$ cat config.mk
export PLATFORM = sky130hd
export DESIGN_NAME = dtcp_top
export DESIGN_NICKNAME = d
export VERILOG_FILES = /design/src/hw/dtcp_pkg.sv /design/src/hw/dtcp_tick.sv /design/src/hw/dtcp_top.sv
export SDC_FILE = /design/constraint.sdc
export NUM_CORES = 1
export LEC_CHECK = 0
export CAP_MARGIN = 15
export CORE_MARGIN = 5
export CORE_UTILIZATION = 35
export CTS_CLUSTER_DIAMETER = 50
export CTS_CLUSTER_SIZE = 20
export DETAILED_ROUTE_END_ITERATION = 7
export DONT_BUFFER_PORTS = 1
export GPL_TIMING_DRIVEN = 0
export PLACE_DENSITY = 0.57
export SLEW_MARGIN = 40
export SYNTH_ARGS = -nofsm -noshare
export SYNTH_HDL_FRONTEND = slang
export SYNTH_HIERARCHICAL = 1
export SYNTH_SLANG_ARGS = --single-unit
$ cat constraint.sdc
create_clock -name clock -period 2.86 [get_ports clock]
set_input_delay 0.143 -clock clock [delete_from_list [all_inputs] [get_ports clock]]
set_output_delay 0.143 -clock clock [all_outputs]
set_load 0.01 [all_outputs]
$ cat src/hw/dtcp_pkg.sv
// dtcp_pkg: register map, field positions and types of the timer pair
// assumes a 32-bit Avalon-MM slave with byte addresses
`default_nettype none
package dtcp_pkg;
	localparam int ADDR_W = 6;
	// ----------------------------------------
	// register offsets
	// ----------------------------------------
	localparam logic [5:0] OFS_CTRL = 6'h00;
	localparam logic [5:0] OFS_MODE = 6'h04;
	localparam logic [5:0] OFS_LO0 = 6'h08;
	localparam logic [5:0] OFS_LO1 = 6'h0C;
	localparam logic [5:0] OFS_HI0 = 6'h10;
	localparam logic [5:0] OFS_HI1 = 6'h14;
	localparam logic [5:0] OFS_CKC = 6'h18;
	localparam logic [5:0] OFS_IEN = 6'h1C;
	// ----------------------------------------
	// field positions
	// ----------------------------------------
	localparam int CTRL_F1 = 7;
	localparam int CTRL_R1 = 6;
	localparam int CTRL_F0 = 5;
	localparam int CTRL_R0 = 4;
	localparam int CKC_T0SEL = 0;
	localparam int CKC_T1SEL = 1;
	localparam int CKC_X2 = 2;
	localparam int IEN_GLB = 7;
	localparam int IEN_ET1 = 3;
	localparam int IEN_ET0 = 1;
	// ----------------------------------------
	// reset values and timing
	// ----------------------------------------
	localparam logic [7:0] RST_BYTE = 8'h00;
	localparam logic [3:0] RST_CFG = 4'h0;
	localparam int PER_PERIODS = 6;
	localparam logic [2:0] PER_LAST = 3'(PER_PERIODS - 1);
	// ----------------------------------------
	// types
	// ----------------------------------------
	typedef enum logic [1:0] {
		MODE_13 = 2'h0,
		MODE_16 = 2'h1,
		MODE_RELOAD = 2'h2,
		MODE_SPLIT = 2'h3
	} dtcp_mode_t;
	typedef struct packed {
		logic gate;
		logic src;
		dtcp_mode_t mode;
	} dtcp_cfg_t;
	typedef struct packed {
		logic [7:0] hi;
		logic [7:0] lo;
		logic ovf;
	} dtcp_cnt_t;
endpackage
`default_nettype wire

$ cat src/hw/dtcp_tick.sv
// dtcp_tick: timer clock select and peripheral-cycle strobe
// assumes clock is the oscillator clock
`default_nettype none
module dtcp_tick
	import dtcp_pkg::*;
(
	// clock and reset
	input wire logic clock,
	input wire logic sys_rst,
	// control
	input wire logic fixed_half,
	input wire logic double_speed,
	// strobe
	output logic tick
);
	logic half_reg, half_next;
	logic [2:0] cnt_reg, cnt_next;
	logic en;
	// ----------------------------------------
	// timer clock: osc/2 or osc
	// ----------------------------------------
	always_comb begin
		en = (fixed_half | ~double_speed) ? half_reg : 1'b1;
		half_next = ~half_reg;
		cnt_next = cnt_reg;
		if (en) begin
			cnt_next = (cnt_reg == PER_LAST) ? 3'h0 : 3'(cnt_reg + 3'h1);
		end
		tick = en & (cnt_reg == PER_LAST);
	end
	always_ff @(posedge clock) begin
		if (sys_rst) begin
			half_reg <= 1'b0;
			cnt_reg <= 3'h0;
		end else begin
			half_reg <= half_next;
			cnt_reg <= cnt_next;
		end
	end
endmodule
`default_nettype wire

$ cat src/hw/dtcp_top.sv
// dtcp_top: two 16-bit timer/counters behind an Avalon-MM slave
// assumes pins are asynchronous; irq acks come from the cpu clock domain
`default_nettype none
module dtcp_top
	import dtcp_pkg::*;
(
	// clock and reset
	input wire logic clock,
	input wire logic sys_rst,
	// avalon-mm slave
	input wire logic [ADDR_W-1:0] avs_address,
	input wire logic avs_read,
	input wire logic avs_write,
	input wire logic [31:0] avs_writedata,
	input wire logic [3:0] avs_byteenable,
	output logic [31:0] avs_readdata,
	output logic avs_waitrequest,
	// pins
	input wire logic event_pin0,
	input wire logic event_pin1,
	input wire logic ext_irq0_pin,
	input wire logic ext_irq1_pin,
	// interrupt requests and vector acks
	input wire logic irq_ack0,
	input wire logic irq_ack1,
	output logic timer0_irq,
	output logic timer1_irq,
	// serial baud source
	output logic timer1_overflow_pulse
);
	// ----------------------------------------
	// state
	// ----------------------------------------
	logic [3:0] s1_reg, s2_reg;
	logic [1:0] prev_reg, prev_next;
	logic [7:0] lo_reg [2];
	logic [7:0] hi_reg [2];
	logic [7:0] lo_next [2];
	logic [7:0] hi_next [2];
	dtcp_cfg_t cfg_reg [2];
	dtcp_cfg_t cfg_next [2];
	logic [1:0] run_reg, run_next, flag_reg, flag_next;
	logic [2:0] ckc_reg, ckc_next;
	logic [2:0] ien_reg, ien_next;
	logic done_reg, done_next, baud_reg, baud_next;
	logic [31:0] rdata_reg, rdata_next;
	logic [1:0] tick, edge_ev, en, inc;
	logic split, hi0_inc, hi0_ovf, wr, ovf_set0, ovf_set1;
	logic [7:0] hi0_split;
	logic [1:0] pin_s, irq_s;
	dtcp_cnt_t c0, c1;

	function automatic dtcp_cnt_t step(dtcp_mode_t m, logic [7:0] hi, logic [7:0] lo,
			logic inc_en, logic halt);
		dtcp_cnt_t r;
		logic c;
		r = {hi, lo, 1'b0};
		c = 1'b0;
		if (inc_en) begin
			case (m)
				MODE_13: begin
					{c, r.lo[4:0]} = 6'({1'b0, lo[4:0]} + 6'h01);
					if (c) begin
						{r.ovf, r.hi} = 9'({1'b0, hi} + 9'h001);
					end
				end
				MODE_16: {r.ovf, r.hi, r.lo} = 17'({1'b0, hi, lo} + 17'h00001);
				MODE_RELOAD: begin
					r.ovf = (lo == 8'hFF);
					r.lo = r.ovf ? hi : 8'(lo + 8'h01);
				end
				MODE_SPLIT: begin
					if (!halt) begin
						{r.ovf, r.lo} = 9'({1'b0, lo} + 9'h001);
					end
				end
				default: r = {hi, lo, 1'b0};
			endcase
		end
		return r;
	endfunction

	// ----------------------------------------
	// pin synchronisers and strobes
	// ----------------------------------------
	assign pin_s = s2_reg[1:0];
	assign irq_s = s2_reg[3:2];

	genvar gi;
	generate
		for (gi = 0; gi < 2; gi++) begin : g_tick
			dtcp_tick u_tick (
				.clock(clock),
				.sys_rst(sys_rst),
				.fixed_half(ckc_reg[gi]),
				.double_speed(ckc_reg[CKC_X2]),
				.tick(tick[gi])
			);
		end
	endgenerate

	// ----------------------------------------
	// counting
	// ----------------------------------------
	always_comb begin
		split = (cfg_reg[0].mode == MODE_SPLIT);
		for (int i = 0; i < 2; i++) begin
			edge_ev[i] = tick[i] & prev_reg[i] & ~pin_s[i];
			prev_next[i] = tick[i] ? pin_s[i] : prev_reg[i];
		end
		en[0] = run_reg[0] & (~cfg_reg[0].gate | irq_s[0]);
		en[1] = (run_reg[1] | split) & (~cfg_reg[1].gate | irq_s[1]);
		for (int i = 0; i < 2; i++) begin
			inc[i] = en[i] & (cfg_reg[i].src ? edge_ev[i] : tick[i]);
		end
		c0 = step(cfg_reg[0].mode, hi_reg[0], lo_reg[0], inc[0], 1'b0);
		c1 = step(cfg_reg[1].mode, hi_reg[1], lo_reg[1], inc[1], 1'b1);
		hi0_inc = split & run_reg[1] & tick[1];
		{hi0_ovf, hi0_split} = 9'({1'b0, hi_reg[0]} + {8'h00, hi0_inc});
		ovf_set0 = c0.ovf;
		ovf_set1 = (c1.ovf & ~split) | hi0_ovf;
		baud_next = c1.ovf;
	end

	// ----------------------------------------
	// register file and bus slave
	// ----------------------------------------
	always_comb begin
		wr = avs_write & done_reg & avs_byteenable[0];
		done_next = (avs_read | avs_write) & ~done_reg;
		avs_waitrequest = (avs_read | avs_write) & ~done_reg;
		lo_next[0] = c0.lo;
		hi_next[0] = split ? hi0_split : c0.hi;
		lo_next[1] = c1.lo;
		hi_next[1] = c1.hi;
		cfg_next = cfg_reg;
		run_next = run_reg;
		flag_next = flag_reg & ~{irq_ack1, irq_ack0};
		ckc_next = ckc_reg;
		ien_next = ien_reg;
		if (wr) begin
			case (avs_address)
				OFS_CTRL: begin
					run_next = {avs_writedata[CTRL_R1], avs_writedata[CTRL_R0]};
					flag_next = {avs_writedata[CTRL_F1], avs_writedata[CTRL_F0]};
				end
				OFS_MODE: {cfg_next[1], cfg_next[0]} = avs_writedata[7:0];
				OFS_LO0: lo_next[0] = avs_writedata[7:0];
				OFS_LO1: lo_next[1] = avs_writedata[7:0];
				OFS_HI0: hi_next[0] = avs_writedata[7:0];
				OFS_HI1: hi_next[1] = avs_writedata[7:0];
				OFS_CKC: ckc_next = avs_writedata[2:0];
				OFS_IEN: ien_next = {avs_writedata[IEN_GLB], avs_writedata[IEN_ET1],
					avs_writedata[IEN_ET0]};
				default: ;
			endcase
		end
		flag_next = flag_next | {ovf_set1, ovf_set0};
		rdata_next = rdata_reg;
		if (avs_read & ~done_reg) begin
			case (avs_address)
				OFS_CTRL: rdata_next = {24'h000000, flag_reg[1], run_reg[1], flag_reg[0],
					run_reg[0], 4'h0};
				OFS_MODE: rdata_next = {24'h000000, cfg_reg[1], cfg_reg[0]};
				OFS_LO0: rdata_next = {24'h000000, lo_reg[0]};
				OFS_LO1: rdata_next = {24'h000000, lo_reg[1]};
				OFS_HI0: rdata_next = {24'h000000, hi_reg[0]};
				OFS_HI1: rdata_next = {24'h000000, hi_reg[1]};
				OFS_CKC: rdata_next = {29'h00000000, ckc_reg};
				OFS_IEN: rdata_next = {24'h000000, ien_reg[2], 3'h0, ien_reg[1], 1'b0,
					ien_reg[0], 1'b0};
				default: rdata_next = 32'h00000000;
			endcase
		end
		avs_readdata = rdata_reg;
		timer0_irq = flag_reg[0] & ien_reg[0] & ien_reg[2];
		timer1_irq = flag_reg[1] & ien_reg[1] & ien_reg[2];
		timer1_overflow_pulse = baud_reg;
	end

	always_ff @(posedge clock) begin
		if (sys_rst) begin
			s1_reg <= 4'h0;
			s2_reg <= 4'h0;
			prev_reg <= 2'h0;
			for (int i = 0; i < 2; i++) begin
				lo_reg[i] <= RST_BYTE;
				hi_reg[i] <= RST_BYTE;
				cfg_reg[i] <= RST_CFG;
			end
			run_reg <= 2'h0;
			flag_reg <= 2'h0;
			ckc_reg <= 3'h0;
			ien_reg <= 3'h0;
			done_reg <= 1'b0;
			baud_reg <= 1'b0;
			rdata_reg <= 32'h00000000;
		end else begin
			s1_reg <= {ext_irq1_pin, ext_irq0_pin, event_pin1, event_pin0};
			s2_reg <= s1_reg;
			prev_reg <= prev_next;
			lo_reg <= lo_next;
			hi_reg <= hi_next;
			cfg_reg <= cfg_next;
			run_reg <= run_next;
			flag_reg <= flag_next;
			ckc_reg <= ckc_next;
			ien_reg <= ien_next;
			done_reg <= done_next;
			baud_reg <= baud_next;
			rdata_reg <= rdata_next;
		end
	end
endmodule
`default_nettype wire

==> PnR_summary.wiki, run 1 <==
{| class="wikitable"
! Metric !! Value
|-
| Count of placed standard cells including taps || 849
|-
| Number of maximum-capacitance constraint violations || 0
|-
| Largest net degree at the start of global routing || 16
|-
| Final total power || between 2 and 2.5 mW
|-
| Placeable core area || between 10000 and 15000 um^2
|-
| Root buffer cell || sky130_fd_sc_hd__clkbuf_16
|-
| Setup repair after global routing missed its margin || no
|-
| Filler-free cell count of the finished design || ~890
|-
| Clock Latency Late Sink || approximately 350 ps
|-
| Clock tree from TritonCTS || done
|-
| Largest fanout on the critical path || 10
|-
| Leakage || approximately 2.1 nW
|-
| Antenna-violating nets left || 0
|-
| Yosys warns || 6
|-
| Die extent in y || about 130 um
|-
| Launch point of the worst hold path || avs_address[3]
|-
| Placed Instance Area || 5530 um^2
|-
| Post-route minimum period || 2670 ps
|-
| Number of DRC markers after the initial detailed-route iteration || between 500 and 600
|-
| Overall fraction of global-route tracks in use || about a fifth
|-
| Worst Setup EP || lo_reg[14]$_SDFF_PP0_
|-
| Area Growth Syn to Fin || 15.1%
|-
| Depth of the worst register-to-register path || 9
|-
| Number of vias in the routed layout || around 5300
|-
| Mean area per synthesized cell || between 8 and 9 um^2
|-
| Vias in the first global route || about 5000
|-
| Tightest slew margin relative to the limit || between 40% and 50%
|-
| Initial Utilization || between 30% and 40%
|-
| Critical Path Source || ckc_reg[2]$_SDFFE_PP0P_
|-
| Slew at the pin with the worst max-slew slack || 757 ps
|-
| First drt pass iteration count || 6
|-
| Result of the run || finished, final reports clean
|-
| Routability-driven placement congestion ratio || around 0.93
|-
| Number of antenna violations at the first check in global routing || 3
|-
| Total wire length || about 18000 um
|-
| Count of filler cells inserted in the layout || roughly 1500
|-
| Reg-to-reg endpoint || lo_reg[14]$_SDFF_PP0_
|-
| Start of the worst register-to-register path || ckc_reg[2]$_SDFFE_PP0P_
|-
| Clock tree buffer depth || 2
|-
| Sequential fraction of the synthesis area || 30.0%
|-
| WP data arrival || just under 3000 ps
|-
| Global-route track usage on met2 || around 31%
|-
| I/O pin count || a little under 90
|-
| Design area || about 6000 um^2
|-
| Final setup fails || 0
|-
| Required time at the endpoint of the critical path || between 3000 and 4000 ps
|-
| Power per unit of standard cell area || 401 nW/um^2
|-
| Count of buffers from port buffering || 0
|-
| Number of distinct library cell variants in the gate-level netlist after synthesis || 86
|-
| Most used DFF post-synth || sky130_fd_sc_hd__dfxtp_1
|-
| Number of slew-limit violations in the final report || 0
|-
| Clock buffer count from CTS || 9
|-
| Async set or reset register ratio after synthesis || 0%
|-
| Critical path start-end classification || flip-flop to flip-flop
|-
| Die Outline Area || around 17000 um^2
|-
| Clock H-tree levels || 3
|-
| Setup Skew || 6.59 ps
|-
| Clock-pin slew reported for the worst setup and hold paths after clock tree synthesis || about 70 ps
|-
| Met1 demand-to-capacity share in global routing || around 27%
|-
| Number of enable flip-flop cells after synthesis || 0
|-
| Net count of the finished layout || roughly 760
|-
| Detailed-route vias per instance || about 6.0
|-
| Rows || 44
|-
| Total gr overflow || 0
|-
| Met3 Use GR || about 6.4%
|-
| Worst setup slack after layout || 186 ps
|-
| Final routed DRC violation total || 0
|-
| Average detailed-routed wire length per instance || about 21 um
|-
| Maximum VDD drop || about 330 uV
|-
| Global-route wire length before repair || approximately 28000 um
|-
| Register-to-register path setup slack || between 150 and 200 ps
|-
| Final period util || between 90 and 100%
|-
| Post-route core utilization || between 40% and 50%
|-
| Worst Setup End Kind || flip-flop
|-
| Number of sinks handled by clock tree synthesis || 78
|-
| Maximum clock frequency || ~370 MHz
|-
| Die W || between 100 and 150 um
|-
| Cell area after synthesis || ~5200 um^2
|-
| Top Usage Layer GRT || met2
|-
| Post-Place Setup Slack || 191 ps
|-
| Final HPWL DP || around 13000 um
|-
| Gate Count Post-Synth || 642
|-
| Register bit count reported by yosys || about 80
|-
| HP Class || primary input to flip-flop
|-
| Aggregate negative setup slack || 0 ps
|-
| Critical Path Source Type || flip-flop
|-
| Fraction of final layout cells with drive strength greater than 1 || 14.7%
|-
| Hold WS || roughly 9 ps
|-
| Endpoints failing hold || 0
|}
## area by class of cell
type / instances / area, um^2 / share of cell area, %
clock buffers: 9 / 225 / 3.76
clock inverters: 7 / 52.6 / 0.877
well taps: 184 / 230 / 3.84
inverters: 15 / 56.3 / 0.939
plain buffers: 60 / 367 / 6.12
diodes: 2 / 5.00 / 0.0835
repair buffers: 19 / 180 / 3.01
multi-input cells: 512 / 3320 / 55.3
flip-flops and latches: 78 / 1560 / 26.0
## worst min-delay path by stage
stage          slack, ps                                   end  cells after the start
2_1_floorplan        210  g_tick[0].u_tick/half_reg$_SDFF_PP0_                      1
3_3_place_gp         210  g_tick[1].u_tick/half_reg$_SDFF_PP0_                      1
3_5_place_dp         220  g_tick[0].u_tick/half_reg$_SDFF_PP0_                      1
4_1_cts                1               run_reg[0]$_SDFFE_PP0P_                      3
5_1_grt               10               run_reg[1]$_SDFFE_PP0P_                      3
6_report               9               run_reg[0]$_SDFFE_PP0P_                      3
## power by group
group / leakage (nW) / internal [mW] / total (mW) / switching [mW]
clock: 0.137 / 0.598 / 1.12 / 0.522
sequential: 0.632 / 1.10 / 1.11 / 0.0120
combinational: 1.32 / 0.0697 / 0.173 / 0.103
total: 2.09 / 1.77 / 2.41 / 0.637
## worst max-delay path, cell delays in order, from the launching register on
cell                       delay (ps)
sky130_fd_sc_hd__dfxtp_1          430
sky130_fd_sc_hd__nor2b_4          210
sky130_fd_sc_hd__o21a_4           160
sky130_fd_sc_hd__and3b_2          210
sky130_fd_sc_hd__nand2_1          110
sky130_fd_sc_hd__a211oi_2         590
sky130_fd_sc_hd__clkbuf_1         420
sky130_fd_sc_hd__nand3_1          120
sky130_fd_sc_hd__o211ai_1         200
sky130_fd_sc_hd__a21oi_1           90
## cells in the final DEF (no fill, tap or decap), drive strengths merged, types with 9 or more instances in the layout
master,synthesis,final
nand4,15,15
nor3,26,26
nand3,34,34
a21o,13,13
a22oi,22,22
a21oi,39,39
a31oi,15,15
and3,11,11
nor2b,17,17
inv,15,19
nand2,66,66
nor2,49,49
conb,1,24
o21ai,27,27
mux2i,10,10
dfxtp,78,78
buf,45,49
a211oi,9,9
dlygate4sd3,0,15
ha,11,11
a311oi,9,9
clkbuf,15,24
## kinds of logic after synthesis
group           Yosys count  share of synthesized area, %
simple gates            262                          28.2
compound gates          189                          25.8
flops                    78                          30.0
buf+inv                  75                          8.12
mux                      16                          3.58
fa+ha+maj                11                          2.64
xor+xnor                 10                          1.68
other cells               1                        0.0720
## timing repair
item,CTS,global route
setup endpoints to repair,0,1
hold buffers,15,0
setup buffers,0,4
hold endpoints to repair,53,0
gates resized for setup,0,0
## routing by layer
| layer | wire length (um) | part of all wire (%) |
|---|---|---|
| met1 | 7710 | 42 |
| met2 | 8270 | 45 |
| met3 | 1830 | 9.9 |
| met4 | 594 | 3.2 |
| met5 | 13 | 0.071 |
## synth_stat cells, types with 7 or more instances
master / count / area (um^2)
sky130_fd_sc_hd__a311oi_1: 9 / 78.8
sky130_fd_sc_hd__inv_1: 15 / 56.3
sky130_fd_sc_hd__clkbuf_1: 15 / 56.3
sky130_fd_sc_hd__nand2b_1: 7 / 43.8
sky130_fd_sc_hd__a21o_1: 13 / 97.6
sky130_fd_sc_hd__buf_4: 28 / 210
sky130_fd_sc_hd__nor3_1: 20 / 100
sky130_fd_sc_hd__o211ai_1: 7 / 52.6
sky130_fd_sc_hd__o21ai_0: 24 / 120
sky130_fd_sc_hd__a211oi_1: 8 / 60.1
sky130_fd_sc_hd__dfxtp_1: 78 / 1560
sky130_fd_sc_hd__a22oi_1: 22 / 165
sky130_fd_sc_hd__nand3_1: 33 / 165
sky130_fd_sc_hd__buf_2: 14 / 70.1
sky130_fd_sc_hd__xnor2_1: 7 / 61.3
sky130_fd_sc_hd__nor2b_1: 15 / 93.8
sky130_fd_sc_hd__nor2_1: 45 / 169
sky130_fd_sc_hd__ha_1: 11 / 138
sky130_fd_sc_hd__a21oi_1: 39 / 195
sky130_fd_sc_hd__nand2_1: 66 / 248
sky130_fd_sc_hd__and3_1: 11 / 68.8
sky130_fd_sc_hd__mux2i_1: 10 / 100
sky130_fd_sc_hd__nand4_1: 14 / 87.6
sky130_fd_sc_hd__a31oi_1: 15 / 93.8
(Power assumes the default switching activity.)
==> run 2: changes to the inputs <==
--- a/config.mk
+++ b/config.mk
@@ -6,14 +6,14 @@
 export NUM_CORES = 1
 export LEC_CHECK = 0
 export CAP_MARGIN = 15
-export CORE_MARGIN = 5
-export CORE_UTILIZATION = 35
+export CORE_MARGIN = 2
+export CORE_UTILIZATION = 38
 export CTS_CLUSTER_DIAMETER = 50
 export CTS_CLUSTER_SIZE = 20
 export DETAILED_ROUTE_END_ITERATION = 7
 export DONT_BUFFER_PORTS = 1
 export GPL_TIMING_DRIVEN = 0
-export PLACE_DENSITY = 0.57
+export PLACE_DENSITY = 0.6
 export SLEW_MARGIN = 40
 export SYNTH_ARGS = -nofsm -noshare
 export SYNTH_HDL_FRONTEND = slang
==> run 2 against run 1 <==
Compared with the run above: final area shrank 0.27%; non-clock buffer count down 5; via count up 0.63%; wire length fell by 2.9%; critical path type unchanged.
==> PnR_summary.wiki, run 2 (synthesis gave the netlist of run 1 again) <==
{| class="wikitable"
! Metric !! Value
|-
| Number of DRC markers after the initial detailed-route iteration || 600
|-
| Power per unit of standard cell area || 423 nW/um^2
|-
| Root buffer cell || sky130_fd_sc_hd__clkbuf_16
|-
| Clock buffer count from CTS || 9
|-
| Worst setup slack after layout || ~220 ps
|-
| Area of the multi-input gates || roughly 3300 um^2
|-
| Total wire length || 17900 um
|-
| Maximum clock frequency || roughly 380 MHz
|-
| Endpoints failing hold || 0
|-
| Reg-to-reg endpoint || hi_reg[14]$_SDFF_PP0_
|-
| Most common library cell in the layout ignoring fill and taps || sky130_fd_sc_hd__dfxtp_1
|-
| Clock tree buffer depth || 2
|-
| Hold WS || 1.95 ps
|-
| Area taken by flip-flops and latches || about 1600 um^2
|-
| Antenna-violating nets left || 0
|-
| Post-Place Setup Slack || 284 ps
|-
| HP Class || primary input to flip-flop
|-
| Clock-pin slew reported for the worst setup and hold paths after clock tree synthesis || roughly 70 ps
|-
| Post-CTS Repair Setup Buffers || 0
|-
| Largest net degree at the start of global routing || 17
|-
| Maximum VDD drop || between 300 and 400 uV
|-
| Required time at the endpoint of the critical path || 3090 ps
|-
| Area Growth Syn to Fin || 14.8%
|-
| Number of sinks handled by clock tree synthesis || ~80
|-
| Clock tree from TritonCTS || done
|-
| Switching Power || 661 uW
|-
| Initial Utilization || between 30% and 40%
|-
| First drt pass iteration count || 5
|-
| Final setup fails || 0
|-
| Worst Setup End Kind || flip-flop
|-
| Clock H-tree levels || 3
|-
| Hold Path Cell Cnt || 2
|-
| Number of antenna violations at the first check in global routing || 0
|-
| Result of the run || finished, final reports clean
|-
| Placeable core area || 13300 um^2
|-
| Leakage || between 2 and 2.5 nW
|-
| Register-to-register path setup slack || around 220 ps
|-
| Critical path start-end classification || flip-flop to flip-flop
|-
| Die extent in y || 121 um
|-
| Overall fraction of global-route tracks in use || roughly 25%
|-
| Largest fanout on the critical path || 10
|-
| Number of vias in the routed layout || 5307
|-
| Vias in the first global route || 5016
|-
| Clock Power Share || between 40% and 50%
|-
| Clock Latency Late Sink || ~360 ps
|-
| Detailed-route vias per instance || 6.09
|-
| Net count of the finished layout || ~750
|-
| Rows || 42
|-
| Setup Skew || around 11 ps
|-
| Switching portion of total power || 26.1%
|-
| I/O pin count || 88
|-
| Start of the worst register-to-register path || ckc_reg[2]$_SDFFE_PP0P_
|-
| Logic pwr share || 6.8%
|-
| Final period util || approximately 92%
|-
| Average detailed-routed wire length per instance || 20.5 um
|-
| WP data arrival || ~2900 ps
|-
| Count of filler cells inserted in the layout || 1322
|-
| Final total power || about 2.5 mW
|-
| Die Outline Area || between 10000 and 15000 um^2
|-
| Final routed DRC violation total || 0
|-
| Depth of the worst register-to-register path || 8
|-
| Hold-fix buffers at CTS || 14
|-
| Number of slew-limit violations in the final report || 0
|-
| Count of buffers from port buffering || 0
|-
| Worst Hold Endpoint || done_reg$_SDFF_PP0_
|-
| Routability-driven placement congestion ratio || just under 1
|-
| Fraction of final layout cells with drive strength greater than 1 || between 10% and 20%
|-
| Resized cells post-CTS || 0
|-
| Total gr overflow || 0
|-
| Post-route minimum period || 2640 ps
|-
| Share of power burned in registers || between 40 and 50%
|-
| Launch point of the worst hold path || avs_write
|-
| Global-route wire length before repair || about 28000 um
|-
| Aggregate negative setup slack || 0 ps
|-
| Internal || between 1.5 and 2 mW
|-
| Diode insertion count for antenna repair || 0
|-
| Die W || approximately 120 um
|-
| Final HPWL DP || ~13000 um
|-
| Top library cells by usage in the layout, fill and taps aside || 78 x sky130_fd_sc_hd__dfxtp_1, 66 x sky130_fd_sc_hd__nand2_1, 45 x sky130_fd_sc_hd__nor2_1
|-
| Tightest slew margin relative to the limit || 48.2%
|-
| Setup repair after global routing missed its margin || no
|-
| Number of maximum-capacitance constraint violations || 0
|-
| Critical Path Source Type || flip-flop
|-
| Slew at the pin with the worst max-slew slack || between 700 and 800 ps
|}
## run 2: worst max path at each step
stage,from,end,cells past startpoint
after global placement,ckc_reg[2]$_SDFFE_PP0P_,hi_reg[14]$_SDFF_PP0_,8
after CTS,ckc_reg[2]$_SDFFE_PP0P_,hi_reg[14]$_SDFF_PP0_,8
after global routing,ckc_reg[2]$_SDFFE_PP0P_,lo_reg[13]$_SDFF_PP0_,8
after detailed placement,ckc_reg[2]$_SDFFE_PP0P_,hi_reg[14]$_SDFF_PP0_,8
after floorplan,ckc_reg[2]$_SDFFE_PP0P_,hi_reg[14]$_SDFF_PP0_,8
final,ckc_reg[2]$_SDFFE_PP0P_,hi_reg[14]$_SDFF_PP0_,8
## run 2: area by class of cell
class,instances,area share [%]
Timing Repair Buffer,14,2.34
Sequential cell,78,26.1
Clock buffer,9,3.77
Buffer,60,6.13
Multi-Input combinational cell,512,55.5
Tap cell,176,3.68
Inverter,15,0.942
Clock inverter,7,1.53
## run 2: critical path: stages, from the launching register on
cell and delay (ps):
sky130_fd_sc_hd__dfxtp_1 390, sky130_fd_sc_hd__nor2b_4 200, sky130_fd_sc_hd__o21a_4 150, sky130_fd_sc_hd__and3b_2 210, sky130_fd_sc_hd__nand2_1 110, sky130_fd_sc_hd__a2111oi_4 660
sky130_fd_sc_hd__o211ai_1 210, sky130_fd_sc_hd__a2111oi_0 470, sky130_fd_sc_hd__a211oi_1 100
## run 2: power groups by stage
| stage | Combinational [mW] | Sequential [mW] | Clock [mW] |
|---|---|---|---|
| after floorplan | 0.111 | 1.13 | 0 |
| after global placement | 0.134 | 1.14 | 0 |
| after detailed placement | 0.135 | 1.14 | 0 |
| after CTS | 0.168 | 1.11 | 1.26 |
| after global routing | 0.184 | 1.12 | 1.30 |
| final | 0.172 | 1.11 | 1.24 |
## run 2: metal layers
| layer | vias to the layer above | GRT usage [%] | share of wire, % |
|---|---|---|---|
| met5 | - | 0 | 0 |
| met4 | 0 | 10.6 | 3.8 |
| met3 | 58 | 6.11 | 8.7 |
| met2 | 279 | 39.1 | 46 |
| met1 | 2512 | 33.1 | 42 |
| li1 | 2458 | - | - |
## run 2: metrics by stage
| stage | area [um^2] | util, % | instances |
|---|---|---|---|
| finish | 5980 | 45.0 | 871 |
| global route | 5980 | 45.0 | 871 |
| CTS | 5980 | 45.0 | 871 |
| detailed placement | 5520 | 41.5 | 841 |
| global placement | 5520 | 41.5 | 841 |
| floorplan | 5300 | - | 665 |
